$ cat src/logic/tc_cold_pkg.sv
// Package with register map, fields, timing and carrier types for the cold-state handshake
package tc_cold_pkg;

  // ---------------------------------------------------------------
  // Register byte offsets
  // ---------------------------------------------------------------
  localparam logic [11:0] MAILBOX_OFF      = 12'h000;
  localparam logic [11:0] HANDSHAKE_OFF    = 12'h004;
  localparam logic [11:0] LIVE_STATUS_OFF  = 12'h008;
  localparam logic [11:0] AUX_CTRL_OFF     = 12'h00C;
  localparam logic [11:0] HPD_CTRL_OFF     = 12'h010;
  localparam logic [11:0] RESOURCE_OFF     = 12'h014;
  localparam logic [11:0] STANDBY_OFF      = 12'h018;
  localparam logic [11:0] POWER_STATE_OFF  = 12'h01C;
  localparam logic [11:0] LANE_MUX_BASE    = 12'h100;
  localparam logic [11:0] LANE_MUX_MASK    = 12'hF00;

  // ---------------------------------------------------------------
  // Field positions and codes
  // ---------------------------------------------------------------
  localparam int          MB_BUSY_BIT      = 31;
  localparam logic [7:0]  MB_EXIT_COLD_CMD = 8'h12;
  localparam int          AUX_ALT_BIT      = 0;
  localparam int          AUX_TUN_BIT      = 1;
  localparam int          AUX_NAT_BIT      = 2;
  localparam int          FIXED_NATIVE_BIT = 3;

  // ---------------------------------------------------------------
  // Reset values and timing
  // ---------------------------------------------------------------
  localparam logic [31:0] ALL_ONES         = 32'hFFFF_FFFF;
  localparam logic [2:0]  HPD_EN_RST       = 3'h0;
  localparam int          CLK_MHZ          = 200;
  localparam int          EXIT_HOLD_MS     = 500;
  localparam int          EXIT_HOLD_CYCLES = EXIT_HOLD_MS * 1000 * CLK_MHZ + 1;
  localparam int          ACCEPT_CYCLES    = 2;

  // ---------------------------------------------------------------
  // Carrier types
  // ---------------------------------------------------------------
  typedef struct packed {
    logic        psel;
    logic        penable;
    logic        pwrite;
    logic [11:0] paddr;
    logic [31:0] pwdata;
  } apb_req_t;

  typedef struct packed {
    logic        pready;
    logic        pslverr;
    logic [31:0] prdata;
  } apb_rsp_t;

  typedef struct packed {
    logic tunnel;
    logic alt;
    logic native;
  } hpd_set_t;

  typedef enum logic [1:0] {
    OWN_FREE,
    OWN_IO_MANAGER,
    OWN_TUNNEL
  } owner_t;

endpackage

$ cat src/logic/tc_cold_handshake.sv
// Power-state and resource ownership handshake for a Type-C display subsystem
//
// Operation
// - Three independent hot plug sets, enable each
// - Live status reports tunnel and alt connections
// - Manager claim beats tunnel claim, forcing release
// - Acknowledge every tunnel disconnect message
// - Standby request causes unplug, release causes plug
// - Cold state: lane regs read ones, ignore writes
// - Leave cold on alt or tunnel connect or exit command
// - Aux request blocks entry, no exit, no ack
// - Alt mode re-entry needs disconnect and flag zero
// - Tunnel use holds off cold re-entry
// - Native re-entry once aux request clears
// - Exit command keeps warm over 500 ms
`timescale 1ns/1ps
`default_nettype none

module tc_cold_handshake
  import tc_cold_pkg::*;
#(
  parameter int EXIT_HOLD = EXIT_HOLD_CYCLES
) (
  input  wire logic        clk_in,
  input  wire logic        rst_n_in,
  input  wire logic        psel_in,
  input  wire logic        penable_in,
  input  wire logic        pwrite_in,
  input  wire logic [11:0] paddr_in,
  input  wire logic [31:0] pwdata_in,
  output logic      [31:0] prdata_out,
  output logic             pready_out,
  output logic             pslverr_out,
  input  wire logic        alt_connect_in,
  input  wire logic        native_connect_in,
  input  wire logic        tunnel_hpd_msg_in,
  input  wire logic        tunnel_hpd_level_in,
  input  wire logic        tunnel_in_use_in,
  input  wire logic        tunnel_claim_in,
  input  wire logic        tunnel_release_in,
  output logic             tunnel_disc_ack_out,
  output logic      [1:0]  stream_owner_out,
  output logic             standby_unplug_request_out,
  output logic      [2:0]  hpd_event_out,
  output logic             aux_power_ack_out,
  output logic             subsystem_cold_state_out
);

  // ---------------------------------------------------------------
  // Pin synchronisers
  // ---------------------------------------------------------------
  logic [5:0] sync1_r;
  logic [5:0] sync2_r;
  logic [5:0] sync_nxt;

  // Raw pins only: gating ahead of the first flop would mix unsynchronised levels
  assign sync_nxt = {alt_connect_in, native_connect_in, tunnel_hpd_msg_in,
                     tunnel_hpd_level_in, tunnel_in_use_in, tunnel_claim_in};

  logic rel_s1_r;
  logic rel_s2_r;

  always_ff @(posedge clk_in) begin
    if (!rst_n_in) begin
      sync1_r  <= 6'h00;
      sync2_r  <= 6'h00;
      rel_s1_r <= 1'b0;
      rel_s2_r <= 1'b0;
    end else begin
      sync1_r  <= sync_nxt;
      sync2_r  <= sync1_r;
      rel_s1_r <= tunnel_release_in;
      rel_s2_r <= rel_s1_r;
    end
  end

  wire alt_conn      = sync2_r[5];
  wire native_conn   = sync2_r[4];
  wire tun_msg       = sync2_r[3];
  wire tun_level     = sync2_r[2];
  wire tun_use       = sync2_r[1];
  // Claim seen together with release counts as no claim
  wire tun_claim     = sync2_r[0] && !rel_s2_r;
  wire tun_release   = rel_s2_r;

  // ---------------------------------------------------------------
  // Register state
  // ---------------------------------------------------------------
  logic        cold_r;
  logic        mb_busy_r;
  logic [7:0]  mb_cmd_r;
  logic [1:0]  mb_wait_r;
  logic        safe_mode_exit_flag_r;
  logic [3:0]  aux_ctrl_r;
  hpd_set_t    hpd_en_r;
  logic        standby_r;
  logic        io_claim_r;
  owner_t      owner_r;
  logic [31:0] lane_mux_r;
  logic [31:0] hold_cnt_r;
  logic        msg_d_r;
  logic [2:0]  conn_d_r;
  logic        ack_r;
  logic [2:0]  hpd_ev_r;
  logic [31:0] prdata_r;

  // ---------------------------------------------------------------
  // Bus decode
  // ---------------------------------------------------------------
  // Full-word address match shared by every register select except the masked lane-mux window
  function automatic logic addr_is(input logic [11:0] a, input logic [11:0] off);
    return a == off;
  endfunction

  wire acc      = psel_in && penable_in;
  wire setup    = psel_in && !penable_in;
  wire wr       = acc && pwrite_in;
  wire is_lane  = (paddr_in & LANE_MUX_MASK) == LANE_MUX_BASE;
  wire hit_mb   = addr_is(paddr_in, MAILBOX_OFF);
  wire hit_hs   = addr_is(paddr_in, HANDSHAKE_OFF);
  wire hit_live = addr_is(paddr_in, LIVE_STATUS_OFF);
  wire hit_aux  = addr_is(paddr_in, AUX_CTRL_OFF);
  wire hit_hpd  = addr_is(paddr_in, HPD_CTRL_OFF);
  wire hit_res  = addr_is(paddr_in, RESOURCE_OFF);
  wire hit_stb  = addr_is(paddr_in, STANDBY_OFF);
  wire hit_pwr  = addr_is(paddr_in, POWER_STATE_OFF);
  wire mapped   = hit_mb | hit_hs | hit_live | hit_aux | hit_hpd | hit_res
                | hit_stb | hit_pwr | is_lane;

  // Lane-mux side registers are dead while cold
  wire lane_wr_ok = wr && !cold_r;
  wire mb_start   = wr && hit_mb && !mb_busy_r && pwdata_in[MB_BUSY_BIT];

  // ---------------------------------------------------------------
  // Cold-state decision
  // ---------------------------------------------------------------
  wire aux_req     = |aux_ctrl_r[2:0];
  wire fixed_nat   = aux_ctrl_r[FIXED_NATIVE_BIT];
  wire tun_busy    = tun_use || owner_r == OWN_TUNNEL;
  wire hold_active = hold_cnt_r != 32'h0;
  wire exit_accept = mb_busy_r && mb_wait_r == 2'(ACCEPT_CYCLES - 1)
                     && mb_cmd_r == MB_EXIT_COLD_CMD;
  wire any_conn    = alt_conn || tun_level;
  // Flag blocks re-entry only for alternate mode
  wire flag_block  = safe_mode_exit_flag_r && !fixed_nat;
  wire ports_idle  = !any_conn && !flag_block && !tun_busy
                     && !(fixed_nat && native_conn && aux_req);
  wire enter_cold  = !cold_r && ports_idle && !aux_req && !hold_active;
  wire leave_cold  = cold_r && (any_conn || exit_accept);

  // ---------------------------------------------------------------
  // Ownership
  // ---------------------------------------------------------------
  owner_t owner_nxt;
  assign owner_nxt = io_claim_r                     ? OWN_IO_MANAGER
                   : (owner_r == OWN_IO_MANAGER)    ? OWN_FREE
                   : tun_claim                      ? OWN_TUNNEL
                   : tun_release                    ? OWN_FREE
                   : owner_r;

  // Disconnect message edge and connect edges
  wire disc_msg = msg_d_r && !tun_msg;
  wire [2:0] conn_now = {tun_level, alt_conn, native_conn};
  wire [2:0] conn_chg = (conn_now ^ conn_d_r) & {hpd_en_r.tunnel, hpd_en_r.alt, hpd_en_r.native};

  // ---------------------------------------------------------------
  // Read mux
  // ---------------------------------------------------------------
  // Cold hides the lane-mux side words behind all ones
  logic [31:0] rd_data;
  assign rd_data =
      hit_mb   ? {mb_busy_r, 23'h0, mb_cmd_r}
    : is_lane  ? (cold_r ? ALL_ONES : lane_mux_r)
    : cold_r && (hit_hs || hit_live) ? ALL_ONES
    : hit_hs   ? {31'h0, safe_mode_exit_flag_r}
    : hit_live ? {29'h0, tun_level, alt_conn, native_conn}
    : hit_aux  ? {27'h0, aux_power_ack_out, aux_ctrl_r}
    : hit_hpd  ? {29'h0, hpd_en_r}
    : hit_res  ? {29'h0, io_claim_r, owner_r}
    : hit_stb  ? {31'h0, standby_r}
    : hit_pwr  ? {30'h0, hold_active, cold_r}
    : 32'h0;

  // ---------------------------------------------------------------
  // Sequential logic
  // ---------------------------------------------------------------
  always_ff @(posedge clk_in) begin
    if (!rst_n_in) begin
      cold_r                <= 1'b0;
      mb_busy_r             <= 1'b0;
      mb_cmd_r              <= 8'h00;
      mb_wait_r             <= 2'h0;
      safe_mode_exit_flag_r <= 1'b0;
      aux_ctrl_r            <= 4'h0;
      hpd_en_r              <= HPD_EN_RST;
      standby_r             <= 1'b0;
      io_claim_r            <= 1'b0;
      owner_r               <= OWN_FREE;
      lane_mux_r            <= 32'h0;
      hold_cnt_r            <= 32'h0;
      msg_d_r               <= 1'b0;
      conn_d_r              <= 3'h0;
      ack_r                 <= 1'b0;
      hpd_ev_r              <= 3'h0;
      prdata_r              <= 32'h0;
    end else begin
      // Mailbox: args ignored, busy drops after acceptance
      if (mb_start) begin
        mb_busy_r <= 1'b1;
        mb_cmd_r  <= pwdata_in[7:0];
        mb_wait_r <= 2'h0;
      end else if (mb_busy_r) begin
        if (mb_wait_r == 2'(ACCEPT_CYCLES - 1)) begin
          mb_busy_r <= 1'b0;
        end else begin
          mb_wait_r <= mb_wait_r + 2'h1;
        end
      end
      // A repeated exit restarts the warm hold from the top
      if (exit_accept) begin
        hold_cnt_r <= 32'(EXIT_HOLD);
      end else if (hold_active) begin
        hold_cnt_r <= hold_cnt_r - 32'h1;
      end
      if (leave_cold) begin
        cold_r <= 1'b0;
      end else if (enter_cold) begin
        cold_r <= 1'b1;
      end
      if (lane_wr_ok && hit_hs) begin
        safe_mode_exit_flag_r <= pwdata_in[0];
      end
      if (lane_wr_ok && is_lane) begin
        lane_mux_r <= pwdata_in;
      end
      if (wr && hit_aux) begin
        aux_ctrl_r <= pwdata_in[3:0];
      end
      if (wr && hit_hpd) begin
        hpd_en_r <= pwdata_in[2:0];
      end
      if (wr && hit_res) begin
        io_claim_r <= pwdata_in[2];
      end
      if (wr && hit_stb) begin
        standby_r <= pwdata_in[0];
      end
      owner_r    <= owner_nxt;
      msg_d_r    <= tun_msg;
      ack_r      <= disc_msg;
      conn_d_r   <= conn_now;
      hpd_ev_r   <= conn_chg;
      // Captured in setup so the word stands through the access cycle
      if (setup) begin
        prdata_r <= pwrite_in ? 32'h0 : rd_data;
      end
    end
  end

  // ---------------------------------------------------------------
  // Outputs
  // ---------------------------------------------------------------
  logic pready_r;
  logic pslverr_r;
  logic aux_ack_r;

  always_ff @(posedge clk_in) begin
    if (!rst_n_in) begin
      pready_r  <= 1'b0;
      pslverr_r <= 1'b0;
      aux_ack_r <= 1'b0;
    end else begin
      pready_r  <= setup;
      pslverr_r <= setup && !mapped;
      aux_ack_r <= aux_req && !cold_r;
    end
  end

  // pready rises one cycle after setup, so access phase is one cycle
  assign prdata_out                 = prdata_r;
  assign pready_out                 = pready_r;
  assign pslverr_out                = pslverr_r;
  assign tunnel_disc_ack_out        = ack_r;
  assign stream_owner_out           = owner_r;
  assign standby_unplug_request_out = standby_r;
  assign hpd_event_out              = hpd_ev_r;
  assign aux_power_ack_out          = aux_ack_r;
  assign subsystem_cold_state_out   = cold_r;

endmodule

`default_nettype wire

$ cat config.mk
export PLATFORM = sky130hd
export DESIGN_NAME = tc_cold_handshake
export DESIGN_NICKNAME = d
export VERILOG_FILES = /design/src/logic/tc_cold_pkg.sv /design/src/logic/tc_cold_handshake.sv
export SDC_FILE = /design/constraint.sdc
export NUM_CORES = 1
export LEC_CHECK = 0
export BUFFER_PORTS_ARGS = -buffer_cell sky130_fd_sc_hd__buf_2
export CORE_UTILIZATION = 41
export DETAILED_ROUTE_END_ITERATION = 7
export HOLD_SLACK_MARGIN = 0.12
export PLACE_DENSITY = 0.71
export SYNTH_ARGS = -nofsm -noshare
export SYNTH_HDL_FRONTEND = slang
export SYNTH_SLANG_ARGS = --single-unit
$ cat constraint.sdc
create_clock -name clk_in -period 5.55 [get_ports clk_in]
set_input_delay 0.2775 -clock clk_in [delete_from_list [all_inputs] [get_ports clk_in]]
set_output_delay 0.2775 -clock clk_in [all_outputs]
set_load 0.02 [all_outputs]
# Yosys cells after proc, flatten, opt, wreduce, memory -nomap -nowiden
# Cells that the tools add are included.
# Widths: inputs -> output; s select.
totals:
  elab_cells: 133
  latchBits: 0
  mem_count: 0
  in_bits: 56
  ram_bits: 0
  ff_bits: 145
  rom_bits: 0
  output_inout_bits: 43
classes:
  n_addsub: 2
  n_eq_ne: 12
  magnitude_cmp: 0
  n_shift: 0
  bitwise_logic: 12
  div: 0
  n_mux: 21
  multipliers: 0
  n_reduce_logical: 58
op_table:
  columns: ["cell", "n"]
  rows:
  - ["$mux 32", 5]
  - ["$mux 27", 2]
  - ["$eq 12x5->1 const B", 4]
  - ["$reduce_bool 32->1", 1]
  - ["$sub 32x1->32 const B", 1]
  - ["$logic_and 1x1->1", 30]
  - ["$eq 12x4->1 const B", 2]
  - ["$mux 5", 3]
  - ["$logic_not 1->1", 13]
  - ["$eq 12x3->1 const B", 1]
  - ["$logic_not 12->1", 1]
  - ["$eq 8x5->1 const B", 1]
  - ["$mux 2", 4]
  - ["$or 1x1->1", 8]
  - ["$mux 3", 2]
  - ["$reduce_or 2->1", 3]
  - ["$reduce_or 3->1", 2]
  - ["$mux 1", 5]
  - ["$eq 2x1->1 const B", 2]
  - ["$eq 4x1->1 const B", 1]
  - ["$logic_or 1x1->1", 4]
  - ["$reduce_bool 2->1", 2]
  - ["$reduce_bool 4->1", 1]
  - ["$and 3x3->3", 1]
  - ["other kinds (5)", 6]

# Logic depth before layout (Yosys ltp)
# Gate-level depths: netlist of the first run.
logic_depth:
  ltp_word: 12
  depth_mapped: 8
  mapped_depth_nobuf: 7

# Least setup slack after synthesis of the first run
# Ideal clock, no wire load.
synth_path:
  path_kind: "register to register"
  startpoint: "reg hold_cnt_r[2]"
  endpoint: "reg hold_cnt_r[29]"
  period_less_slack_ns: 2.443
  stages_incl_launch_ff: 7
  arrival_time_ns: 2.329
  setup_slack_ns: 3.107
  required_time_ns: 5.435
  setup_time_ns: 0.115
  n_path_buf: 1
  path_cell_list: "dfxtp_1 -> or4_1 -> or3_1 -> or4_1 -> buf_2 -> o31a_1 -> o21a_1"
synth_between:
  elab_chain_len: 1
  word_cells_on_any_way: 2
  classes_between: "1 x add/sub; 1 x reduce/logical"
synth_rtl:
  columns: ["item", "line_no", "text"]
  rows:
  - ["start: declaration", "tc_cold_handshake.sv:100", "logic [31:0] hold_cnt_r;"]
  - ["start signal: assignment", "tc_cold_handshake.sv:221", "hold_cnt_r <= 32'(EXIT_HOLD);"]
  - ["start signal: assignment", "tc_cold_handshake.sv:223", "hold_cnt_r <= hold_cnt_r - 32'h1;"]
  - ["$sub 32x1->32 / $reduce_bool 32->1 (equally long branches)", "tc_cold_handshake.sv:223, tc_cold_handshake.sv:140", null]
# Parallel ways exist; a longest one is shown, timed or not.
# A chain may end at the register's enable or synchronous reset.

# Final worst setup path of the first run
layout_path:
  startpoint: "reg hold_cnt_r[14]"
  endpoint: "reg hold_cnt_r[29]"
# Same word-level chain as after synthesis.

==> metrics.md, run 1 <==
| Metric | Value |
|---|---|
| Vias in the first global route | `4,745` |
| Worst setup path category | `flip-flop to flip-flop` |
| Antenna diodes | `0` |
| Max clock buf depth | `2` |
| Worst-Margin Slew | `0.9529 ns` |
| DP HPWL | `about 9400 um` |
| Largest family of logic cells by synthesized area | `simple AND/OR/NAND/NOR gates` |
| GP Congestion | `~0.86` |
| Ys Warns | `0` |
| CP arrival | `3.33 ns` |
| Largest area contributor in the netlist | `dfxtp_1` |
| Final Setup Violations | `0` |
| Final Net Count | `851` |
| CP Launch Type | `flip-flop` |
| Rows | `43` |
| Initial drt markers | `256` |
| Post-synth top area share | `0.4971` |
| Worst r2r src | `hold_cnt_r[14]$_SDFFE_PN0P_` |
| IO Pins | `99` |
| First-pass GRT wire length | `roughly 23,000 um` |
| Post-Place Cell Area | `approximately 6400 sq um` |
| Pleak | `2.855 nW` |
| Post-synthesis xor/xnor area fraction | `0.02700` |
| Synth Area in Simple Gates | `0.2481` |
| Antenna viol nets, final | `0` |
| # placed instances | `917` |
| Most common cell after layout, fill and taps aside | `dfxtp_1` |
| Core footprint | `13,880 sq um` |
| Fraction of registers with async set/reset | `0` |
| Worst skew pair latency | `between 0.4 and 0.5 ns` |
| Synth Flop Type | `dfxtp_1` |
| CTS root buffer | `clkbuf_16` |
| Fin crit share | `0.5427` |
| Synth Register Bits | `145` |
| VDD IR max | `0.2541 mV` |
| Number of synthesized flops with an enable pin | `0` |
| Synth-to-Final Area Change | `26.66%` |
| DR WL/cell | `between 10 and 15 um` |
| Largest net degree at the start of global routing | `45` |
| Via-to-Cell Ratio | `5.217` |
| Clock tree sinks | `between 100 and 150` |
| Worst R2R Path Depth | `5` |
| Final TNS setup | `0 ns` |
| Initial antenna violation count | `0` |
| Crit. End Element | `flip-flop` |
| DRT Wirelength | `14,650 um` |
| Finished Cell Area | `7396 sq um` |
| Postcts setup bufs | `0` |
| Worst Hold Slack | `0.1477 ns` |
| R2R Setup Slk | `2.54 ns` |
| RR Endpoint | `hold_cnt_r[29]$_SDFFE_PP0P_` |
| Initial Utilization | `0.4207` |
| Compound-Gate Fraction of Synth Area | `0.1519` |
| Mux contribution to synthesized area | `0.03814` |
| Slew Limit Headroom | `0.3589` |
| HP Class | `input pin to flip-flop` |
| Max-Cap Viols | `0` |
| CTS H-tree depth | `4` |
| Design Power | `approximately 3.4 mW` |
| Status | `complete, no violations` |
| Sequential fraction of the synthesis area | `0.4971` |
| RSZ-0062 raised after global routing | `no` |
| Final hold vios | `0` |
| Critical Path RT | `5.87 ns` |
| Fin. max-slew vios | `0` |
| Max Fclk | `332.0 MHz` |
| Hold path depth | `3` |
| Die Width | `121.3 um` |
| Synth area leaders | `dfxtp_1 (50%), nand2_1 (6.2%), a21oi_1 (4.7%), nor2_1 (4.2%), mux2i_1 (3.4%)` |
| Clock Skews | `about 0.012 ns` |
| Min cycle time layout | `3.012 ns` |
| CP max FO | `13` |
| Syn_area_per_cell | `8.651 sq um` |
| Non-filler cells, final | `slightly below 1,000` |
| CTS tree | `done` |
| Die H | `121.3 um` |
| Number of port buffers | `98` |
| Power per cell area | `456.8 nW/um^2` |
| Clk pin slew, worst setup/hold paths | `0.06 ns` |
| Hold EP | `lane_mux_r[1]$_SDFFE_PN0P_` |
| Yosys cell types | `53` |
| Layout cells sized above 1 | `0.1826` |
| PostCTS Resize Cnt | `0` |
| Drt pass-1 iters | `5` |
| GRT Overall Usage | `0.2043` |
| Post-Synth Adder-Cell Area | `0.006428` |
| Die ar. | `14,720 sq um` |
| Hold_sp | `pwdata_in[1]` |
| Total CTS buffers | `17` |
| Mapped Area | `5839 sq um` |
| Syn Inst Count | `675` |
| GRT overflow | `0` |
| Commonest cells after routing, fill and taps aside | `dfxtp_1 (145), buf_2 (98), nand2_1 (97), nor2_1 (65), a21oi_1 (55)` |
| DRC viols | `0` |
| Via Count | `between 5,000 and 6,000` |
| Syn Nets | `734` |
## per-stage QoR
step                      setup WS [ns]    util
after floorplan                   3.107       -
after global placement            2.678  0.4640
after detailed placement          2.606  0.4640
after CTS                         2.589  0.5328
after global routing              2.329  0.5328
final                             2.538  0.5328
## area by class of cell
type | count | area [sq um]
fill | 1289 | 6485
sequential | 145 | 2903
multi-input combinational | 482 | 2763
timing repair buffer | 138 | 880.8
clock buffer | 24 | 491.7
tap | 180 | 225.2
clock inverter | 8 | 102.6
inverter | 8 | 30.03
## sequential cells by signal, summed over array words and instances, names as in the netlist, 2 cells and up
name              flops
conn_d_r              3
hpd_en_r              3
sync2_r               6
mb_wait_r             2
hold_cnt_r           32
lane_mux_r           32
prdata_out           32
aux_ctrl_r            4
stream_owner_out      2
mb_cmd_r              8
hpd_event_out         3
sync1_r               6
## power by group
group	total (mW)	internal (mW)	switching (mW)
registers	1.24	1.15	0.0877
logic	1.01	0.398	0.608
clock network	1.13	0.709	0.425
total	3.38	2.26	1.12
## per-layer routing
metal | GRT usage | routed length, um | vias to the layer above
li1 | - | - | 2610
met1 | 0.2557 | 6489 | 2399
met2 | 0.3299 | 7227 | 105
met3 | 0.04887 | 594 | 25
met4 | 0.09491 | 336 | 0
met5 | 0 | 0 | -
## kinds of logic (layout without fill, tap and decap cells)
logic type	count (synthesis)	in the layout
simple gates	293	293
xor+xnor	18	18
mux	21	21
fa+ha+maj	3	3
buf+inv	48	178
compound gates	147	147
flops	145	145
## cells in the mapped netlist, types with 5 or more instances
cell and count:
clkbuf_1 36, a211oi_1 6, o21ai_0 39, nor4_1 13
and3_1 8, a22oi_1 6, and2_1 21, a21oi_1 55
nand2_1 97, o311ai_0 5, dfxtp_1 145, a31oi_1 6
mux2i_1 20, or2_2 6, nand2b_1 9, inv_1 8
or4_1 7, nand3_1 7, xor2_1 8, nor3_1 19
nor2_1 66, xnor2_1 10, or3_1 16
## critical path, stage by stage (launching register included)
cell	delay, ns
dfxtp_1	0.36
nor4_1	0.76
nand3_1	0.54
or4_1	0.77
o31a_1	0.32
o21a_1	0.17
## timing repair
item,4_1_cts,5_1_grt
endpoints found under the hold margin,40,0
hold buffers,36,0
setup endpoints to repair,0,0
## how the worst max path moves through the flow
| stage | from | endpoint | slack [ns] | depth (start not counted) |
|---|---|---|---|---|
| after floorplan | hold_cnt_r[2]$_SDFFE_PP0P_ | hold_cnt_r[29]$_SDFFE_PP0P_ | 3.11 | 6 |
| after global placement | hold_cnt_r[14]$_SDFFE_PN0P_ | hold_cnt_r[29]$_SDFFE_PP0P_ | 2.68 | 5 |
| after detailed placement | hold_cnt_r[14]$_SDFFE_PN0P_ | hold_cnt_r[29]$_SDFFE_PP0P_ | 2.61 | 5 |
| after CTS | hold_cnt_r[14]$_SDFFE_PN0P_ | hold_cnt_r[29]$_SDFFE_PP0P_ | 2.59 | 5 |
| after global routing | hold_cnt_r[14]$_SDFFE_PN0P_ | hold_cnt_r[29]$_SDFFE_PP0P_ | 2.33 | 5 |
| final | hold_cnt_r[14]$_SDFFE_PN0P_ | hold_cnt_r[29]$_SDFFE_PP0P_ | 2.54 | 5 |
No activity file was read; power rests on OpenSTA's default activity.
==> inputs of run 2 (changes only) <==
==> constraint.sdc (replaced) <==
create_clock -name clk_in -period 2.9 [get_ports clk_in]
set_input_delay 0.145 -clock clk_in [delete_from_list [all_inputs] [get_ports clk_in]]
set_output_delay 0.145 -clock clk_in [all_outputs]
set_load 0.02 [all_outputs]
==> run 2 against run 1 <==
Critical endpoint unchanged. Critical path depth stayed put. Via count is 2.7% higher. Die area stayed put. Clock skew is 0.0070 ns lower. Combinational power is 110% higher. Sequential share of layout area is 0.81 points lower. Non-clock buffer count is 17 higher. Highest routed layer unchanged. First-iteration DRC count is 18% higher. Clock power is 98% higher.
==> metrics.md, run 2 (synthesis gave the netlist of run 1 again) <==
| Metric | Value |
|---|---|
| Seq pwr share | `0.353 (-0.014)` |
| Largest net degree at the start of global routing | `37 (-18%)` |
| # fillers | `1,292 (+0.23%)` |
| Max clock buf depth | `2 (unchanged)` |
| Die Width | `121.3 um (unchanged)` |
| Initial drt markers | `301 (+18%)` |
| CP arrival | `2.87 ns (-0.46 ns)` |
| Critical Path RT | `3.22 ns (-2.65 ns)` |
| Worst stage delay on the critical path | `0.65 ns (-0.12 ns)` |
| Vias in the first global route | `4,839 (+2.0%)` |
| Post-CTS Hold Fix Bufs | `39 (+8.3%)` |
| Design Power | `6.731 mW (+99%)` |
| CTS root buffer | `clkbuf_16` |
| Max Fclk | `391.8 MHz (+18%)` |
| Commonest cells after routing, fill and taps aside | `dfxtp_1 (145), buf_2 (98), nand2_1 (97), nor2_1 (65), a21oi_1 (55)` |
| Max-Cap Viols | `0 (unchanged)` |
| Rows | `43 (unchanged)` |
| Final Setup Violations | `0 (unchanged)` |
| Die H | `121.3 um (unchanged)` |
| Critical Path Most Common Cell | `or4_1` |
| Postcts setup bufs | `0 (unchanged)` |
| GRT Overall Usage | `0.2123 (+0.008017)` |
| CP max FO | `7 (-6)` |
| Synth-to-Final Area Change | `29.31%` |
| Initial antenna violation count | `0 (unchanged)` |
| Hold EP | `prdata_out[31]$_SDFFE_PN0P_` |
| Hold path depth | `3 (unchanged)` |
| Buf/Inv on CP | `0 (unchanged)` |
| DR WL/cell | `14.96 um (+0.61%)` |
| Initial Utilization | `0.4207 (unchanged)` |
| GP Congestion | `0.8291 (-3.3%)` |
| Pleak | `2.938 nW (+2.9%)` |
| CTS H-tree depth | `4 (unchanged)` |
| Sw Share | `0.3335 (+0.001987)` |
| DRC viols | `0 (unchanged)` |
| Most common cell after layout, fill and taps aside | `dfxtp_1` |
| CTS tree | `done` |
| PostCTS Resize Cnt | `0 (unchanged)` |
| CP Launch Type | `flip-flop` |
| DRT Wirelength | `14,990 um (+2.3%)` |
| Antenna diodes | `0 (unchanged)` |
| Power per cell area | `891.4 nW/um^2 (+95%)` |
| Core footprint | `13,880 sq um (unchanged)` |
| Clk pwr share | `0.333 (-0.002)` |
| IO Pins | `99 (unchanged)` |
| R2R Setup Slk | `0.35 ns (-2.19 ns)` |
| Clock tree sinks | `145 (unchanged)` |
| Final Net Count | `868 (+2.0%)` |
| FF/Latch Area | `2903 sq um (unchanged)` |
| VDD IR max | `0.4240 mV (+67%)` |
| GRT overflow | `0 (unchanged)` |
| Combinational Power Share | `0.314 (+0.016)` |
| Via Count | `5,276 (+2.7%)` |
| Drt pass-1 iters | `4 (-1)` |
| HP Class | `input pin to flip-flop` |
| Layout Utilization | `0.5440 (+0.01118)` |
| Kind of cell adding the most delay to the critical path | `simple AND/OR/NAND/NOR gates` |
| P_int | `4.486 mW (+99%)` |
| DP HPWL | `9763 um (+4.1%)` |
| Critical path's slowest cell | `or4_1` |
| Clock Skews | `0.004833 ns (-0.006971 ns)` |
| CP Cell Sequence | `or4_1 > or3_1 > or4_1 > o31a_1 > o21a_1` |
| Status | `complete, no violations` |
| Final TNS setup | `0 ns (unchanged)` |
| First-pass GRT wire length | `23,980 um (+3.1%)` |
| Fin crit share | `0.8800 (+0.3374)` |
| Worst skew pair latency | `0.43 ns (about the same)` |
| Worst R2R Path Depth | `5 (unchanged)` |
| Total CTS buffers | `17 (unchanged)` |
| Area taken by multi-input logic gates | `2763 sq um (unchanged)` |
| Worst setup path category | `flip-flop to flip-flop` |
| Crit. End Element | `flip-flop` |
| Number of port buffers | `98 (unchanged)` |
| Via-to-Cell Ratio | `5.265 (+0.92%)` |
| Worst r2r src | `hold_cnt_r[2]$_SDFFE_PP0P_` |
| RSZ-0062 raised after global routing | `no` |
| Clk pin slew, worst setup/hold paths | `0.06 ns (about the same)` |
| Psw | `2.245 mW (+100%)` |
| Slew Limit Headroom | `0.5320 (+0.1731)` |
| Final hold vios | `0 (unchanged)` |
| RR Endpoint | `hold_cnt_r[29]$_SDFFE_PP0P_` |
| Fin. max-slew vios | `0 (unchanged)` |
| Die ar. | `14,720 sq um (unchanged)` |
| Non-filler cells, final | `1,002 (+1.7%)` |
| Hold_sp | `pwrite_in` |
| Min cycle time layout | `2.552 ns (-0.4596 ns)` |
| # placed instances | `931 (+1.5%)` |
| Antenna viol nets, final | `0 (unchanged)` |
| Layout cells sized above 1 | `0.1995 (+0.01690)` |
| Worst-Margin Slew | `0.6962 ns (-0.2567 ns)` |
-- run 2: cell types whose count changed in the layout (fill, tap and decap cells not counted) --
cell	before	now
buf_4	4	18
bufinv_16	2	3
clkbuf_1	3	0
clkbuf_8	4	2
clkinv_2	2	3
clkinv_4	2	3
clkinvlp_4	2	4
dlygate4sd3_1	36	39
-- run 2: area by class of cell --
class / count / share of cell area
sequential: 145 / 0.3844
multi-input combinational: 482 / 0.3659
timing repair buffer: 155 / 0.1345
clock buffer: 19 / 0.05998
tap: 180 / 0.02983
clock inverter: 13 / 0.02138
inverter: 8 / 0.003977
-- run 2: power by group through the flow --
| stage | logic (mW) | clock network (mW) | registers, mW |
|---|---|---|---|
| 5_1_grt | 2.33 | 2.38 | 2.40 |
| 3_3_place_gp | 2.01 | 0 | 2.41 |
| 4_1_cts | 2.10 | 2.27 | 2.37 |
| 6_report | 2.11 | 2.24 | 2.37 |
| 2_1_floorplan | 1.53 | 0 | 2.38 |
| 3_5_place_dp | 2.04 | 0 | 2.41 |
-- run 2: how the worst max path moves through the flow --
stage / depth (start not counted) / startpoint / to / slack, ns
floorplan: 6 / hold_cnt_r[2]$_SDFFE_PP0P_ / hold_cnt_r[29]$_SDFFE_PP0P_ / 0.46
global placement: 5 / hold_cnt_r[2]$_SDFFE_PP0P_ / hold_cnt_r[29]$_SDFFE_PP0P_ / 0.38
detailed placement: 5 / hold_cnt_r[2]$_SDFFE_PP0P_ / hold_cnt_r[29]$_SDFFE_PP0P_ / 0.34
CTS: 5 / hold_cnt_r[2]$_SDFFE_PP0P_ / hold_cnt_r[29]$_SDFFE_PP0P_ / 0.34
global route: 5 / hold_cnt_r[2]$_SDFFE_PP0P_ / hold_cnt_r[29]$_SDFFE_PP0P_ / 0.21
finish: 5 / hold_cnt_r[2]$_SDFFE_PP0P_ / hold_cnt_r[29]$_SDFFE_PP0P_ / 0.35
-- run 2: metal layers --
| layer | vias up | track usage | wire length [um] |
|---|---|---|---|
| li1 | 2656 | - | - |
| met1 | 2474 | 0.2614 | 6579 |
| met2 | 112 | 0.3441 | 7350 |
| met3 | 34 | 0.06156 | 684 |
| met4 | 0 | 0.08951 | 376 |
| met5 | - | 0 | 0 |
-- run 2: through the flow --
stage	setup slack (ns)	hold WS (ns)	instance area, sq um
after floorplan	0.4567	0.2723	5839
after global placement	0.3772	0.3510	6546
after detailed placement	0.3436	0.3592	6546
after CTS	0.3366	0.1650	7551
after global routing	0.2065	0.1866	7551
final	0.3479	0.1864	7551
-- run 2: tightest hold or removal path: cells and delay by family --
family,cells,cell delay [ns]
AO/OA/AOI/OAI,1,0.19
buffers and inverters,1,0.14
AND/OR/NAND/NOR,1,0.08
==> inputs of run 3 (changes only) <==
--- a/config.mk
+++ b/config.mk
@@ -10,6 +10,7 @@
 export DETAILED_ROUTE_END_ITERATION = 7
 export HOLD_SLACK_MARGIN = 0.12
 export PLACE_DENSITY = 0.71
+export RECOVER_POWER = 25
 export SYNTH_ARGS = -nofsm -noshare
 export SYNTH_HDL_FRONTEND = slang
 export SYNTH_SLANG_ARGS = --single-unit
==> run 3 against run 2 <==
Final area is 0.40% lower. Clock skew hardly changed. Sequential power hardly changed. Final cell count stayed put. Critical path depth stayed put. Combinational power hardly changed. Clock-buffer cell count stayed put. Worst hold slack hardly changed. Core utilization is 0.22 points lower. Sequential cell count stayed put. Die area stayed put. Worst setup slack worse by 0.0018 ns. Largest power group unchanged.
==> metrics.md, run 3 (synthesis gave the netlist of run 1 again) <==
| Metric | Value |
|---|---|
| Final hold vios | `0 (unchanged)` |
| CP arrival | `2.87 ns (about the same)` |
| GRT overflow | `0 (unchanged)` |
| Pleak | `2.832 nW (-3.6%)` |
| Max-Cap Viols | `0 (unchanged)` |
| Finished Cell Area | `7521 sq um (-0.40%)` |
| # placed instances | `931 (unchanged)` |
| Worst skew pair latency | `0.42 ns (about the same)` |
| GP Congestion | `0.8291 (unchanged)` |
| Clock tree sinks | `145 (unchanged)` |
| Die H | `121.3 um (unchanged)` |
| Commonest cells after routing, fill and taps aside | `dfxtp_1 (145), nand2_1 (97), buf_2 (74), nor2_1 (65), a21oi_1 (55)` |
| Fin. max-slew vios | `0 (unchanged)` |
| Non-filler cells, final | `1,002 (unchanged)` |
| Crit. End Element | `flip-flop` |
| CTS tree | `done` |
| Min cycle time layout | `2.554 ns (+0.001760 ns)` |
| Max clock buf depth | `2 (unchanged)` |
| HP Class | `input pin to flip-flop` |
| Die Width | `121.3 um (unchanged)` |
| R2R Setup Slk | `0.35 ns (about the same)` |
| CTS root buffer | `clkbuf_16` |
| Fin crit share | `0.8807 (about the same)` |
| RSZ-0062 raised after global routing | `no` |
| Total CTS buffers | `17 (unchanged)` |
| Initial Utilization | `0.4207 (unchanged)` |
| DRC viols | `0 (unchanged)` |
| Critical Path Most Common Cell | `or4_1` |
| Drt pass-1 iters | `5 (+1)` |
| Antenna viol nets, final | `0 (unchanged)` |
| Most common cell after layout, fill and taps aside | `dfxtp_1` |
| DRT Wirelength | `14,980 um (about the same)` |
| Layout cells sized above 1 | `0.1691 (-0.03041)` |
| GRT Overall Usage | `0.2123 (unchanged)` |
| Slew Limit Headroom | `0.2192 (-0.3128)` |
| CTS H-tree depth | `4 (unchanged)` |
| Synth-to-Final Area Change | `28.80%` |
| Max Fclk | `391.6 MHz (about the same)` |
| Clock Skews | `0.005069 ns (+0.0002363 ns)` |
| Layout Utilization | `0.5418 (-0.002164)` |
| Kind of cell adding the most delay to the critical path | `simple AND/OR/NAND/NOR gates` |
| First-pass GRT wire length | `23,980 um (unchanged)` |
| Worst stage delay on the critical path | `0.65 ns (about the same)` |
| IO Pins | `99 (unchanged)` |
| Initial drt markers | `290 (-3.7%)` |
| Vias in the first global route | `4,839 (unchanged)` |
| Critical path's slowest cell | `or4_1` |
| Worst setup path category | `flip-flop to flip-flop` |
| Post-Place Cell Area | `6546 sq um (unchanged)` |
| DP HPWL | `9763 um (unchanged)` |
| VDD IR max | `0.4198 mV (-1.0%)` |
| Core footprint | `13,880 sq um (unchanged)` |
| Buf/Inv on CP | `0 (unchanged)` |
| CP max FO | `7 (unchanged)` |
| Final Setup Violations | `0 (unchanged)` |
| Status | `complete, no violations` |
| Post-CTS Hold Fix Bufs | `39 (unchanged)` |
| Postcts setup bufs | `0 (unchanged)` |
| Final Net Count | `868 (unchanged)` |
| Largest net degree at the start of global routing | `37 (unchanged)` |
| Via Count | `5,269 (-0.13%)` |
| Worst-Margin Slew | `1.171 ns (+0.4751 ns)` |
| CP Launch Type | `flip-flop` |
| Final TNS setup | `0 ns (unchanged)` |
| Number of port buffers | `98 (unchanged)` |
| Antenna diodes | `0 (unchanged)` |
| Clk pin slew, worst setup/hold paths | `0.06 ns (about the same)` |
| PostCTS Resize Cnt | `0 (unchanged)` |
| DR WL/cell | `14.95 um (about the same)` |
| Power per cell area | `894.3 nW/um^2 (+0.33%)` |
| Rows | `43 (unchanged)` |
| Initial antenna violation count | `0 (unchanged)` |
| Critical Path RT | `3.22 ns (about the same)` |
| CP Cell Sequence | `or4_1 > or3_1 > or4_1 > o31a_1 > o21a_1` |
| Via-to-Cell Ratio | `5.258 (-0.13%)` |
| Die ar. | `14,720 sq um (unchanged)` |
## run 3: layout make-up
type | count | area [sq um]
Tap cell | 180 | 225.2
Fill cell | 1302 | 6360
Clock buffer | 19 | 452.9
Inverter | 8 | 30.03
Clock inverter | 13 | 161.4
Multi-Input combinational cell | 482 | 2763
Sequential cell | 145 | 2903
Timing Repair Buffer | 155 | 985.9
## run 3: power by group
group	total, mW	internal (mW)	leakage (nW)	switching [mW]
Sequential	2.37	2.20	1.18	0.168
Combinational	2.12	0.886	1.37	1.23
Clock	2.24	1.39	0.291	0.844
## run 3: worst paths after layout
kind / from / to / depth (start not counted)
worst max-delay path: hold_cnt_r[2]$_SDFFE_PP0P_ / hold_cnt_r[29]$_SDFFE_PP0P_ / 5
worst min-delay path: paddr_in[8] / pslverr_out$_SDFF_PN0_ / 3
worst max register to register: hold_cnt_r[2]$_SDFFE_PP0P_ / hold_cnt_r[29]$_SDFFE_PP0P_ / 5
worst min register to register: sync2_r[3]$_SDFF_PN0_ / tunnel_disc_ack_out$_SDFF_PN0_ / 1
## run 3: per-stage QoR
stage	total power, mW	hold WS [ns]	setup WS, ns
after floorplan	3.910	0.2723	0.4567
after global placement	4.416	0.3510	0.3772
after detailed placement	4.454	0.3592	0.3436
after CTS	6.743	0.1650	0.3366
after global routing	7.110	0.1866	0.2065
final	6.726	0.1866	0.3461
## run 3: routing by layer
| layer | GRT usage | part of all wire |
|---|---|---|
| met1 | 0.2614 | 0.44 |
| met3 | 0.06156 | 0.045 |
| met2 | 0.3441 | 0.49 |
| met4 | 0.08951 | 0.025 |
| met5 | 0 | 0 |
## run 3: tightest hold or removal path: cells and delay by family
family | cells | cell delay (ns)
simple gates | 2 | 0.29
buf+inv | 1 | 0.14
